## src/design/aswba_pkg.sv

```systemverilog
// Shared widths and pin timing constants for the asynchronous static memory host controller.
`default_nettype none
package aswba_pkg;
    localparam int unsigned ADDR_W        = 18;
    localparam int unsigned DATA_W        = 16;
    localparam int unsigned BYTE_W        = 8;
    localparam int unsigned TMR_W         = 4;
    localparam int unsigned SYNC_STAGES   = 2;
    localparam int unsigned CLK_PERIOD_NS = 10;
    // Device pin timing in nanoseconds.
    localparam int unsigned T_RC_NS       = 45;
    localparam int unsigned T_PWE_NS      = 35;
    localparam int unsigned T_HZOE_NS     = 18;
    // Least times round up to whole cycles.
    localparam int unsigned RD_CYC        = (T_RC_NS + CLK_PERIOD_NS - 1) / CLK_PERIOD_NS;
    localparam int unsigned WR_PULSE_CYC  = (T_PWE_NS + CLK_PERIOD_NS - 1) / CLK_PERIOD_NS;
    localparam int unsigned TURN_CYC      = (T_HZOE_NS + CLK_PERIOD_NS - 1) / CLK_PERIOD_NS;
    localparam logic [TMR_W-1:0] RD_LOAD   = TMR_W'(RD_CYC + SYNC_STAGES - 1);
    localparam logic [TMR_W-1:0] WR_LOAD   = TMR_W'(WR_PULSE_CYC - 1);
    localparam logic [TMR_W-1:0] TURN_LOAD = TMR_W'(TURN_CYC - 1);
    localparam logic [1:0] BE_NONE = 2'h3;
    localparam logic [1:0] BE_ALL  = 2'h0;

    typedef enum logic [2:0] {
        ST_IDLE,
        ST_READ,
        ST_TURN,
        ST_WRITE,
        ST_WHOLD
    } aswba_state_t;
endpackage : aswba_pkg
`default_nettype wire

```

## src/design/aswba_cycle_timer.sv

```systemverilog
// Down counter that times the read, turnaround and write strobe phases of a memory cycle.
`default_nettype none
module aswba_cycle_timer #(
    parameter int unsigned W = 4
) (
    input  wire logic         mclk_i,
    input  wire logic         reset_i,
    input  wire logic         load_i,
    input  wire logic [W-1:0] count_i,
    output logic              done_o
);
    logic [W-1:0] cnt_q;
    logic [W-1:0] cnt_d;

    always_comb begin
        cnt_d = cnt_q;
        if (load_i) begin
            cnt_d = count_i;
        end else if (cnt_q != '0) begin
            cnt_d = cnt_q - W'(1);
        end
    end

    always_ff @(posedge mclk_i or posedge reset_i) begin
        if (reset_i) begin
            cnt_q <= '0;
        end else begin
            cnt_q <= cnt_d;
        end
    end

    assign done_o = (cnt_q == '0);
endmodule : aswba_cycle_timer
`default_nettype wire

```

## src/design/aswba_host.sv

```systemverilog
// Host controller that runs read and write cycles on an asynchronous 16-bit static memory.
//
// How it works
// RULE_01: Device selects only when low-active select low and high-active select high.
// RULE_02: Deselected or both byte enables high, device floats data and idles.
// RULE_03: Selected read with both byte enables low returns the whole word.
// RULE_04: Read with only lower enable returns bits 0 to 7.
// RULE_05: Read with only upper enable returns bits 8 to 15.
// RULE_06: Selected with write strobe and output enable high, data floats.
// RULE_07: Write strobe low, both byte enables low stores the whole word.
// RULE_08: Lower-only write stores bits 0 to 7, upper byte untouched.
// RULE_09: Upper-only write stores bits 8 to 15, lower byte untouched.
// RULE_10: Write starts only when strobe, select and a byte enable are active.
// RULE_11: Write ends when any of strobe, select or byte enables goes inactive.
// RULE_12: Write data stays valid around the edge that ends the write.
// RULE_13: Write strobe stays high throughout every read.
// RULE_14: Back-to-back reads keep select, output enable and byte enables; address moves.
// RULE_15: Address is valid no later than select and byte enables go active.
// RULE_16: Select dropping with strobe rising leaves the device outputs floating.
// RULE_17: Controller never drives data while the device may drive it.
// RULE_18: Memory holds 262144 words of 16 bits, 18-bit address, two bytes.
`default_nettype none
module aswba_host #(
    parameter int unsigned ADDR_W = aswba_pkg::ADDR_W,
    parameter int unsigned DATA_W = aswba_pkg::DATA_W
) (
    input  wire logic              mclk_i,
    input  wire logic              reset_i,
    input  wire logic              req_valid_i,
    output logic                   req_ready_o,
    input  wire logic              req_write_i,
    input  wire logic [ADDR_W-1:0] req_addr_i,
    input  wire logic [DATA_W-1:0] req_wdata_i,
    input  wire logic [1:0]        req_be_i,
    output logic                   resp_valid_o,
    output logic [DATA_W-1:0]      resp_rdata_o,
    output logic [ADDR_W-1:0]      sram_addr_o,
    output logic                   chip_select_low_active_o,
    output logic                   chip_select_high_active_o,
    output logic                   write_en_n_o,
    output logic                   output_en_n_o,
    output logic                   upper_byte_en_n_o,
    output logic                   lower_byte_en_n_o,
    input  wire logic [DATA_W-1:0] sram_data_i,
    output logic [DATA_W-1:0]      sram_data_o,
    output logic                   sram_data_oe_o
);
    localparam int unsigned BW = aswba_pkg::BYTE_W;

    aswba_pkg::aswba_state_t state_q, state_d;
    logic [ADDR_W-1:0] addr_q, addr_d;
    logic [DATA_W-1:0] wdata_q, wdata_d;
    logic [DATA_W-1:0] rdata_q, rdata_d;
    logic [1:0]        be_n_q, be_n_d;
    logic              sel_q, sel_d;
    logic              we_n_q, we_n_d;
    logic              oe_n_q, oe_n_d;
    logic              dq_oe_q, dq_oe_d;
    logic              rvalid_q, rvalid_d;
    // The read word crosses as a whole without a handshake. This is safe because the
    // device holds it steady for several cycles before the capture edge.
    logic [DATA_W-1:0] sync1_q;
    logic [DATA_W-1:0] sync2_q;
    logic              tmr_load;
    logic [aswba_pkg::TMR_W-1:0] tmr_count;
    logic              tmr_done;
    logic [1:0]        req_be_n;
    logic [DATA_W-1:0] lane_mask;

    // One shared down counter times the read, turnaround and write strobe phases, since only one phase runs at a time.
    aswba_cycle_timer #(
        .W(aswba_pkg::TMR_W)
    ) u_timer (
        .mclk_i (mclk_i),
        .reset_i(reset_i),
        .load_i (tmr_load),
        .count_i(tmr_count),
        .done_o (tmr_done)
    );

    // An empty byte mask would leave the device deselected, so it means the whole word.
    assign req_be_n  = (req_be_i == 2'h0) ? aswba_pkg::BE_ALL : ~req_be_i;
    assign lane_mask = {{BW{~be_n_q[1]}}, {BW{~be_n_q[0]}}};
    // Ready is decoded from the state register alone, so it never follows the request inputs.
    assign req_ready_o = (state_q == aswba_pkg::ST_IDLE);

    always_comb begin
        state_d   = state_q;
        addr_d    = addr_q;
        wdata_d   = wdata_q;
        rdata_d   = rdata_q;
        be_n_d    = be_n_q;
        sel_d     = sel_q;
        we_n_d    = we_n_q;
        oe_n_d    = oe_n_q;
        dq_oe_d   = dq_oe_q;
        rvalid_d  = 1'b0;
        tmr_load  = 1'b0;
        tmr_count = aswba_pkg::RD_LOAD;
        case (state_q)
            aswba_pkg::ST_IDLE: begin
                dq_oe_d = 1'b0;
                we_n_d  = 1'b1;
                if (req_valid_i && !req_write_i) begin
                    // Address and selects change on the same edge; a running read stays selected.
                    addr_d   = req_addr_i; // RULE_15 RULE_14
                    be_n_d   = req_be_n; // RULE_03 RULE_04 RULE_05
                    sel_d    = 1'b1; // RULE_01
                    oe_n_d   = 1'b0;
                    we_n_d   = 1'b1; // RULE_13
                    tmr_load = 1'b1;
                    state_d  = aswba_pkg::ST_READ;
                end else if (req_valid_i) begin
                    addr_d  = req_addr_i;
                    wdata_d = req_wdata_i;
                    be_n_d  = req_be_n; // RULE_07 RULE_08 RULE_09
                    if (!oe_n_q) begin
                        // Device may still drive data: release output enable and wait.
                        oe_n_d    = 1'b1; // RULE_17
                        tmr_load  = 1'b1;
                        tmr_count = aswba_pkg::TURN_LOAD;
                        state_d   = aswba_pkg::ST_TURN;
                    end else begin
                        sel_d     = 1'b1;
                        we_n_d    = 1'b0; // RULE_10
                        dq_oe_d   = 1'b1;
                        tmr_load  = 1'b1;
                        tmr_count = aswba_pkg::WR_LOAD;
                        state_d   = aswba_pkg::ST_WRITE;
                    end
                end else begin
                    // Output enable stays low after a read, so a later write still takes the
                    // turnaround wait while the deselected device lets go of the lanes.
                    sel_d  = 1'b0; // RULE_02 RULE_17
                    be_n_d = aswba_pkg::BE_NONE;
                end
            end
            aswba_pkg::ST_READ: begin
                // The capture waits for the synchroniser, which adds its two stages.
                if (tmr_done) begin
                    // Lanes not enabled float at the device, so they are returned as zero.
                    rdata_d  = sync2_q & lane_mask; // RULE_04 RULE_05
                    rvalid_d = 1'b1;
                    state_d  = aswba_pkg::ST_IDLE;
                end
            end
            aswba_pkg::ST_TURN: begin
                // Counted from the edge that raised output enable, so the lanes are free first.
                if (tmr_done) begin
                    sel_d     = 1'b1;
                    we_n_d    = 1'b0; // RULE_10
                    dq_oe_d   = 1'b1; // RULE_17
                    tmr_load  = 1'b1;
                    tmr_count = aswba_pkg::WR_LOAD;
                    state_d   = aswba_pkg::ST_WRITE;
                end
            end
            aswba_pkg::ST_WRITE: begin
                if (tmr_done) begin
                    // Only the strobe ends the write; select, lanes and data hold one more cycle.
                    we_n_d  = 1'b1; // RULE_11 RULE_12
                    state_d = aswba_pkg::ST_WHOLD;
                end
            end
            aswba_pkg::ST_WHOLD: begin
                // Lanes are released one cycle after the strobe rises, which covers data hold.
                dq_oe_d = 1'b0; // RULE_12
                state_d = aswba_pkg::ST_IDLE;
            end
            default: begin
                sel_d   = 1'b0;
                we_n_d  = 1'b1;
                oe_n_d  = 1'b1;
                dq_oe_d = 1'b0;
                be_n_d  = aswba_pkg::BE_NONE;
                state_d = aswba_pkg::ST_IDLE;
            end
        endcase
    end

    always_ff @(posedge mclk_i or posedge reset_i) begin
        if (reset_i) begin
            state_q  <= aswba_pkg::ST_IDLE;
            addr_q   <= '0;
            wdata_q  <= '0;
            rdata_q  <= '0;
            be_n_q   <= aswba_pkg::BE_NONE;
            sel_q    <= 1'b0;
            we_n_q   <= 1'b1;
            oe_n_q   <= 1'b1;
            dq_oe_q  <= 1'b0;
            rvalid_q <= 1'b0;
            sync1_q  <= '0;
            sync2_q  <= '0;
        end else begin
            state_q  <= state_d;
            addr_q   <= addr_d;
            wdata_q  <= wdata_d;
            rdata_q  <= rdata_d;
            be_n_q   <= be_n_d;
            sel_q    <= sel_d;
            we_n_q   <= we_n_d;
            oe_n_q   <= oe_n_d;
            dq_oe_q  <= dq_oe_d;
            rvalid_q <= rvalid_d;
            sync1_q  <= sram_data_i;
            sync2_q  <= sync1_q;
        end
    end

    assign sram_addr_o               = addr_q;
    assign chip_select_low_active_o  = ~sel_q; // RULE_01
    assign chip_select_high_active_o = sel_q;
    assign write_en_n_o              = we_n_q;
    assign output_en_n_o             = oe_n_q;
    assign upper_byte_en_n_o         = be_n_q[1];
    assign lower_byte_en_n_o         = be_n_q[0];
    assign sram_data_o               = wdata_q;
    assign sram_data_oe_o            = dq_oe_q;
    assign resp_valid_o              = rvalid_q;
    assign resp_rdata_o              = rdata_q;
endmodule : aswba_host
`default_nettype wire

```

## config.mk

```make
export PLATFORM = sky130hd
export DESIGN_NAME = aswba_host
export DESIGN_NICKNAME = d
export VERILOG_FILES = /design/src/design/aswba_pkg.sv /design/src/design/aswba_cycle_timer.sv /design/src/design/aswba_host.sv
export SDC_FILE = /design/constraint.sdc
export NUM_CORES = 1
export LEC_CHECK = 0
export BUFFER_PORTS_ARGS = -buffer_cell sky130_fd_sc_hd__buf_2
export CAP_MARGIN = 20
export CORE_ASPECT_RATIO = 1.25
export CORE_MARGIN = 5
export CORE_UTILIZATION = 35
export CTS_CLUSTER_DIAMETER = 200
export DETAILED_ROUTE_END_ITERATION = 12
export PLACE_DENSITY = 0.67
export SYNTH_ARGS = -nofsm -noshare
export SYNTH_HDL_FRONTEND = slang
export SYNTH_SLANG_ARGS = --single-unit
```

## constraint.sdc

```tcl
create_clock -name mclk_i -period 3.2 [get_ports mclk_i]
set_input_delay 0.32 -clock mclk_i [delete_from_list [all_inputs] [get_ports mclk_i]]
set_output_delay 0.32 -clock mclk_i [all_outputs]
set_load 0.005 [all_outputs]
```

* Word-level counts from Yosys, hierarchy flattened
Index checks and enable logic that the tools add are counted.
W data, S select, Z words.
** Word-level totals
- Flip-flop bits (word level) :: 96
- Bits in latches :: 0
- Bits in writable memories :: 0
- Memory bits (read-only) :: 0
- Input bits :: 56
- Output and inout bits :: 59
- Word-level logic and storage cells :: 95
- Memories :: 0
** Operators by class
- $add $sub $neg :: 1
- Multipliers :: 0
- Div/mod/pow operators :: 0
- Magnitude comparators :: 0
- Equal/unequal tests :: 9
- Shift operators :: 0
- Multiplexer cells :: 42
- Bitwise operators :: 10
- Reductions and logical operators :: 20
** Operators by type and width (count)
- $mux W18 :: 2
- $mux W3 :: 8
- $mux W1 :: 18
- $and A16 B16 Y16 :: 1
- $pmux W3 S4 :: 1
- $reduce_and A3 Y1 :: 3
- $mux W2 :: 4
- $mux W4 :: 2
- $not A1 Y1 :: 8
- $reduce_and A2 Y1 :: 4
- $eq A3 B2 Y1 const B :: 2
- $ne A2 B2 Y1 const B :: 3
- $pmux W1 S3 :: 2
- $pmux W3 S2 :: 1
- $logic_not A4 Y1 :: 1
- $ne A4 B2 Y1 const B :: 1
- $pmux W1 S2 :: 2
- $pmux W1 S4 :: 1
- $pmux W2 S2 :: 1
- $reduce_and A4 Y1 :: 1
- $reduce_bool A2 Y1 :: 2
- $reduce_bool A4 Y1 :: 1
- $reduce_or A2 Y1 :: 2
- $reduce_or A4 Y1 :: 1
- 10 further kinds :: 10

* Longest topological paths before layout
- Word-level depth :: 5
- Depth in mapped cells :: 6
- Mapped depth without buffers :: 5

* Modules after synthesis
Synthesis repeated with hierarchy kept, for this count alone.
** Second synthesis, totals
- Cells, all modules :: 262
- Area total of the unflattened synthesis :: 3593.4 sq um
** Modules (own cells, without submodules)
- aswba_host :: times used 1, cells an instance 239, area each 3357.0 sq um, sequential area each 2307.2 sq um
- aswba_cycle_timer :: times used 1, cells an instance 23, area each 236.5 sq um, sequential area each 100.1 sq um

* Least setup slack after synthesis
OpenSTA, ideal clock, no wires.
- Path type :: register to register
- Start :: reg u_timer.cnt_q[0]
- End :: reg rdata_q[0], in the netlist resp_rdata_o[0]
- Setup time :: 0.125 ns
- Arrival time :: 1.665 ns
- Data required time :: 3.075 ns
- Slack :: 1.410 ns
- Cell stages (with the launch flop) :: 7
- Path buffers :: 1
- Clock period less this slack :: 1.790 ns
- Cells stage by stage :: dfrtp_1 inv_1 ha_1 nor3b_2 nand4_4 buf_6 mux2_2
** Between the ends
- Word-level cells in the longest chain between the ends :: 2
** RTL lines
- start, declared :: line aswba_cycle_timer.sv:12 : logic [W-1:0] cnt_q;
- start signal, assigned :: line aswba_cycle_timer.sv:28 : cnt_q <= cnt_d;
- $logic_not A4 Y1 :: line aswba_cycle_timer.sv:32 : assign done_o = (cnt_q == '0);
- $reduce_and A2 Y1 (no source line)
- end signal, assigned :: line aswba_host.sv:199 : rdata_q <= rdata_d;
- end, declared :: line aswba_host.sv:53 : logic [DATA_W-1:0] rdata_q, rdata_d;
Every way passes these cells.
A chain may end at the register's enable or synchronous reset.

* Final worst setup path
- Start :: reg u_timer.cnt_q[0]
- End :: reg rdata_q[12], in the netlist resp_rdata_o[12]
The elaborated chain is that of the path after synthesis.

==> flow_summary_export.csv <==
group,metric,value,unit
synthesis,async_flop_share,100,%
detailed_routing,wirelength,7780,µm
detailed_routing,drt_first_pass_iters,4,
cts,cts_resized,0,
power_and_ir_drop,vdd_ir_drop_max,0.329,mV
final_layout,post_route_cells_drive_above_1_share,53.4,%
floorplanning,die-area,0.0125,mm²
sta,achievable-frequency,0.478,GHz
sta,report.final.setup_viol,0,
detailed_routing,post-route-drc-count,0,
floorplanning,initial_utilization,35.9,%
synthesis,synthCells,240,
synthesis,synth.top_cells.by_area,"dfrtp_1 (63%), mux2_2 (13%), mux2_4 (3.3%), dfstp_2 (2.9%), nor2b_1 (2.8%)",
critical_path,cp-end-kind,"flip-flop",
cts,clk-insertion-delay-late,340,ps
power_and_ir_drop,total_leakage_power,0.00233,µW
critical_path,worst-setup-path-type,"reg -> reg",
synthesis,ys.flop_type,"dfrtp_1",
floorplanning,floorplan.die.height,124,µm
synthesis,synth_cell_type_count,42,
detailed_routing,wl_per_cell,15.8,µm
synthesis,yosys_register_bits,96,
cts,clock_sink_count,96,
detailed_routing,initialDrtViolationCount,51,
outcome,outcome,"finished clean",
sta,hold_viol,0,
floorplanning,core,0.0101,mm²
sta,layout_min_cycle_time,2090,ps
placed_design,globalplace.congestion,0.746,
sta,timing.final.max_slew_violations,0,
detailed_routing,overall_via_count_from_detail_route,2340,
synthesis,yosysTopAreaCellShare,63.4,%
critical_path,cp-start-kind,"flip-flop",
floorplanning,dieWidth,101,µm
synthesis,number_of_enable_flip_flop_cells_after_synthesis,0,
cts,clock_tree_from_tritoncts,"built",
cts,ctsHtreeMaxLevel,3,
power_and_ir_drop,design_power_total,4440,µW
sta,setup_repair_after_global_routing_missed_its_margin,"no",
min_path,hold_path_class,"in -> reg",
synthesis,count_of_synthesis_stage_warnings_from_yosys,0,
final_layout,num_antenna_cells,0,
global_route,track_usage,12.9,%
synthesis,synth_area,0.00363,mm²
placed_design,port_buffers,114,
global_route,globalRouteOverflowTotal,0,
cts,clkTransAtPathRegs,70,ps
critical_path,worst_ep_required_time,3420,ps
critical_path,path_max_fanout,17,
job,max_cap_viols,0,
detailed_routing,ant_nets,0,
synthesis,synth.largest_area_cell,"dfrtp_1",
placed_design,hpwl,5520,µm
sta,fin_setup_tns,0,ps
final_layout,final_nets,417,
final_layout,final_standard_cell_utilization_of_the_core,46.7,%
critical_path,critPathArrivalTime,2310,ps
global_route,grt_pass1_wl,12200,µm
synthesis,syn-mean-instance-area,15.1,µm²
sta,fin_worst_skew,6.25,ps
power_and_ir_drop,cellPowerDensity,941,mW/mm²
sta,fin_crit_sh,65.3,%
detailed_routing,viasPerCell,4.74,
sta,worst_slew_pin_slew,608,ps
global_route,grt_start_max_net_pins,82,
synthesis,yosysSeqAreaShare,66.3,%
global_route,grt_pass1_vias,2408,
cts,cts-buffers-inserted,9,
sta,timing.max_slew.rel_slack,59.5,%
floorplanning,ios,115,
cts,clk_path_buf_depth,2,
final_layout,layout-area-overhead-vs-synth,30.0,%
global_route,number_of_antenna_violations_at_the_first_check_in_global_routing,0,
floorplanning,num_rows,41,
cts,clock_tree.root_cell,"clkbuf_16",
synthesis,postSynthNetCount,297,
critical_path,timing.reg2reg.setup_slack,1110,ps
routing by layer:
metal,up-vias,global-route usage [%],wire length [µm]
met5,-,0,0
met4,0,6.73,159
met3,10,2.97,281
met2,45,22.3,4440
met1,1208,14.7,2900
li1,1077,-,-
worst paths after layout:
kind	startpoint	endpoint	depth (start not counted)
min	sram_data_i[9]	sync1_q[9]	1
max	u_timer.cnt_q[0]	resp_rdata_o[12]	5
max in group asynchronous	reset_i	sync1_q[7]	5
max reg2reg	u_timer.cnt_q[0]	resp_rdata_o[12]	5
min in group asynchronous	reset_i	sram_data_o[1]	3
min reg2reg	sync1_q[14]	sync2_q[14]	0
placed cells by master (no fill, tap or decap), types with 3 or more instances in the layout:
cell       synthesis  routed
a21oi_1            5       5
buf_2              4     114
buf_4              0       3
bufinv_16          0       3
clkbuf_16          0       9
dfrtp_1           92      92
dfstp_2            4       4
inv_1              8       7
mux2_2            42      42
mux2_4             8       8
nand2b_1           5       5
nor2_1             6       6
nor2b_1           16      16
nor3_1             3       3
nor3b_1            3       3
o21ai_0            4       4
cell families after synthesis:
group | after synthesis | share of synthesized area [%]
AND/OR/NAND/NOR | 48 | 9.41
adder cells (fa/ha/maj) | 1 | 0.345
XOR/XNOR | 2 | 0.483
AO/OA/AOI/OAI | 25 | 4.69
flip-flops | 96 | 66.3
buffers and inverters | 18 | 2.41
multiplexers | 50 | 16.3
power by group:
part	total (µW)	switching [µW]	internal, µW
combinational	1260	526	735
clock	1240	468	773
sequential	1940	305	1630
total	4440	1300	3140
worst max-delay path: stages, from the launching register on:
cell and delay (ps):
dfrtp_1 380, inv_1 100, ha_1 220, nor3b_2 470, nand4_4 400, mux2_2 410
cells in the mapped netlist (2+ instances only):
| library cell | instances |
|---|---|
| a21oi_1 | 5 |
| and3_1 | 2 |
| buf_2 | 4 |
| buf_6 | 2 |
| clkbuf_1 | 4 |
| dfrtp_1 | 92 |
| dfstp_2 | 4 |
| inv_1 | 8 |
| mux2_2 | 42 |
| mux2_4 | 8 |
| nand2b_1 | 5 |
| nor2_1 | 6 |
| nor2b_1 | 16 |
| nor3_1 | 3 |
| nor3b_1 | 3 |
| nor4b_1 | 2 |
| o21a_1 | 2 |
| o21ai_0 | 4 |
| o22ai_1 | 2 |
| o31ai_1 | 2 |
| or3_1 | 2 |
| xnor2_1 | 2 |
through the flow:
step                setup slack, ps  instances  hold WS [ps]  area (µm²)
floorplan                       381        240           331        3630
global placement               1210        476           331        4330
detailed placement             1140        476           335        4330
CTS                            1110        492          67.2        4680
global route                    977        494          67.1        4720
finish                         1110        494          80.8        4720
repair_timing:
item                                   in CTS  in global routing
endpoints found under the hold margin       0                  6
setup buffers                               0                  0
hold buffers                                0                  1
registers in the layout, summed over array words and instances (netlist names):
| name | cells |
|---|---|
| sram_data_o | 16 |
| sync1_q | 16 |
| resp_valid_o | 1 |
| sync2_q | 16 |
| write_en_n_o | 1 |
| sram_addr_o | 18 |
| chip_select_high_active_o | 1 |
| state_q | 3 |
| sram_data_oe_o | 1 |
| resp_rdata_o | 16 |
| output_en_n_o | 1 |
| be_n_q | 2 |
| u_timer.cnt_q | 4 |
layout make-up:
type                    instances  area (µm²)
fillers                       921        5390
flip-flops and latches         96        2410
multi-input cells             126        1130
repair buffers                119         631
clock buffers                   9         225
well taps                     129         161
clock inverters                 7         126
inverters                       8        32.5
Power figures use the tool's default switching activity.
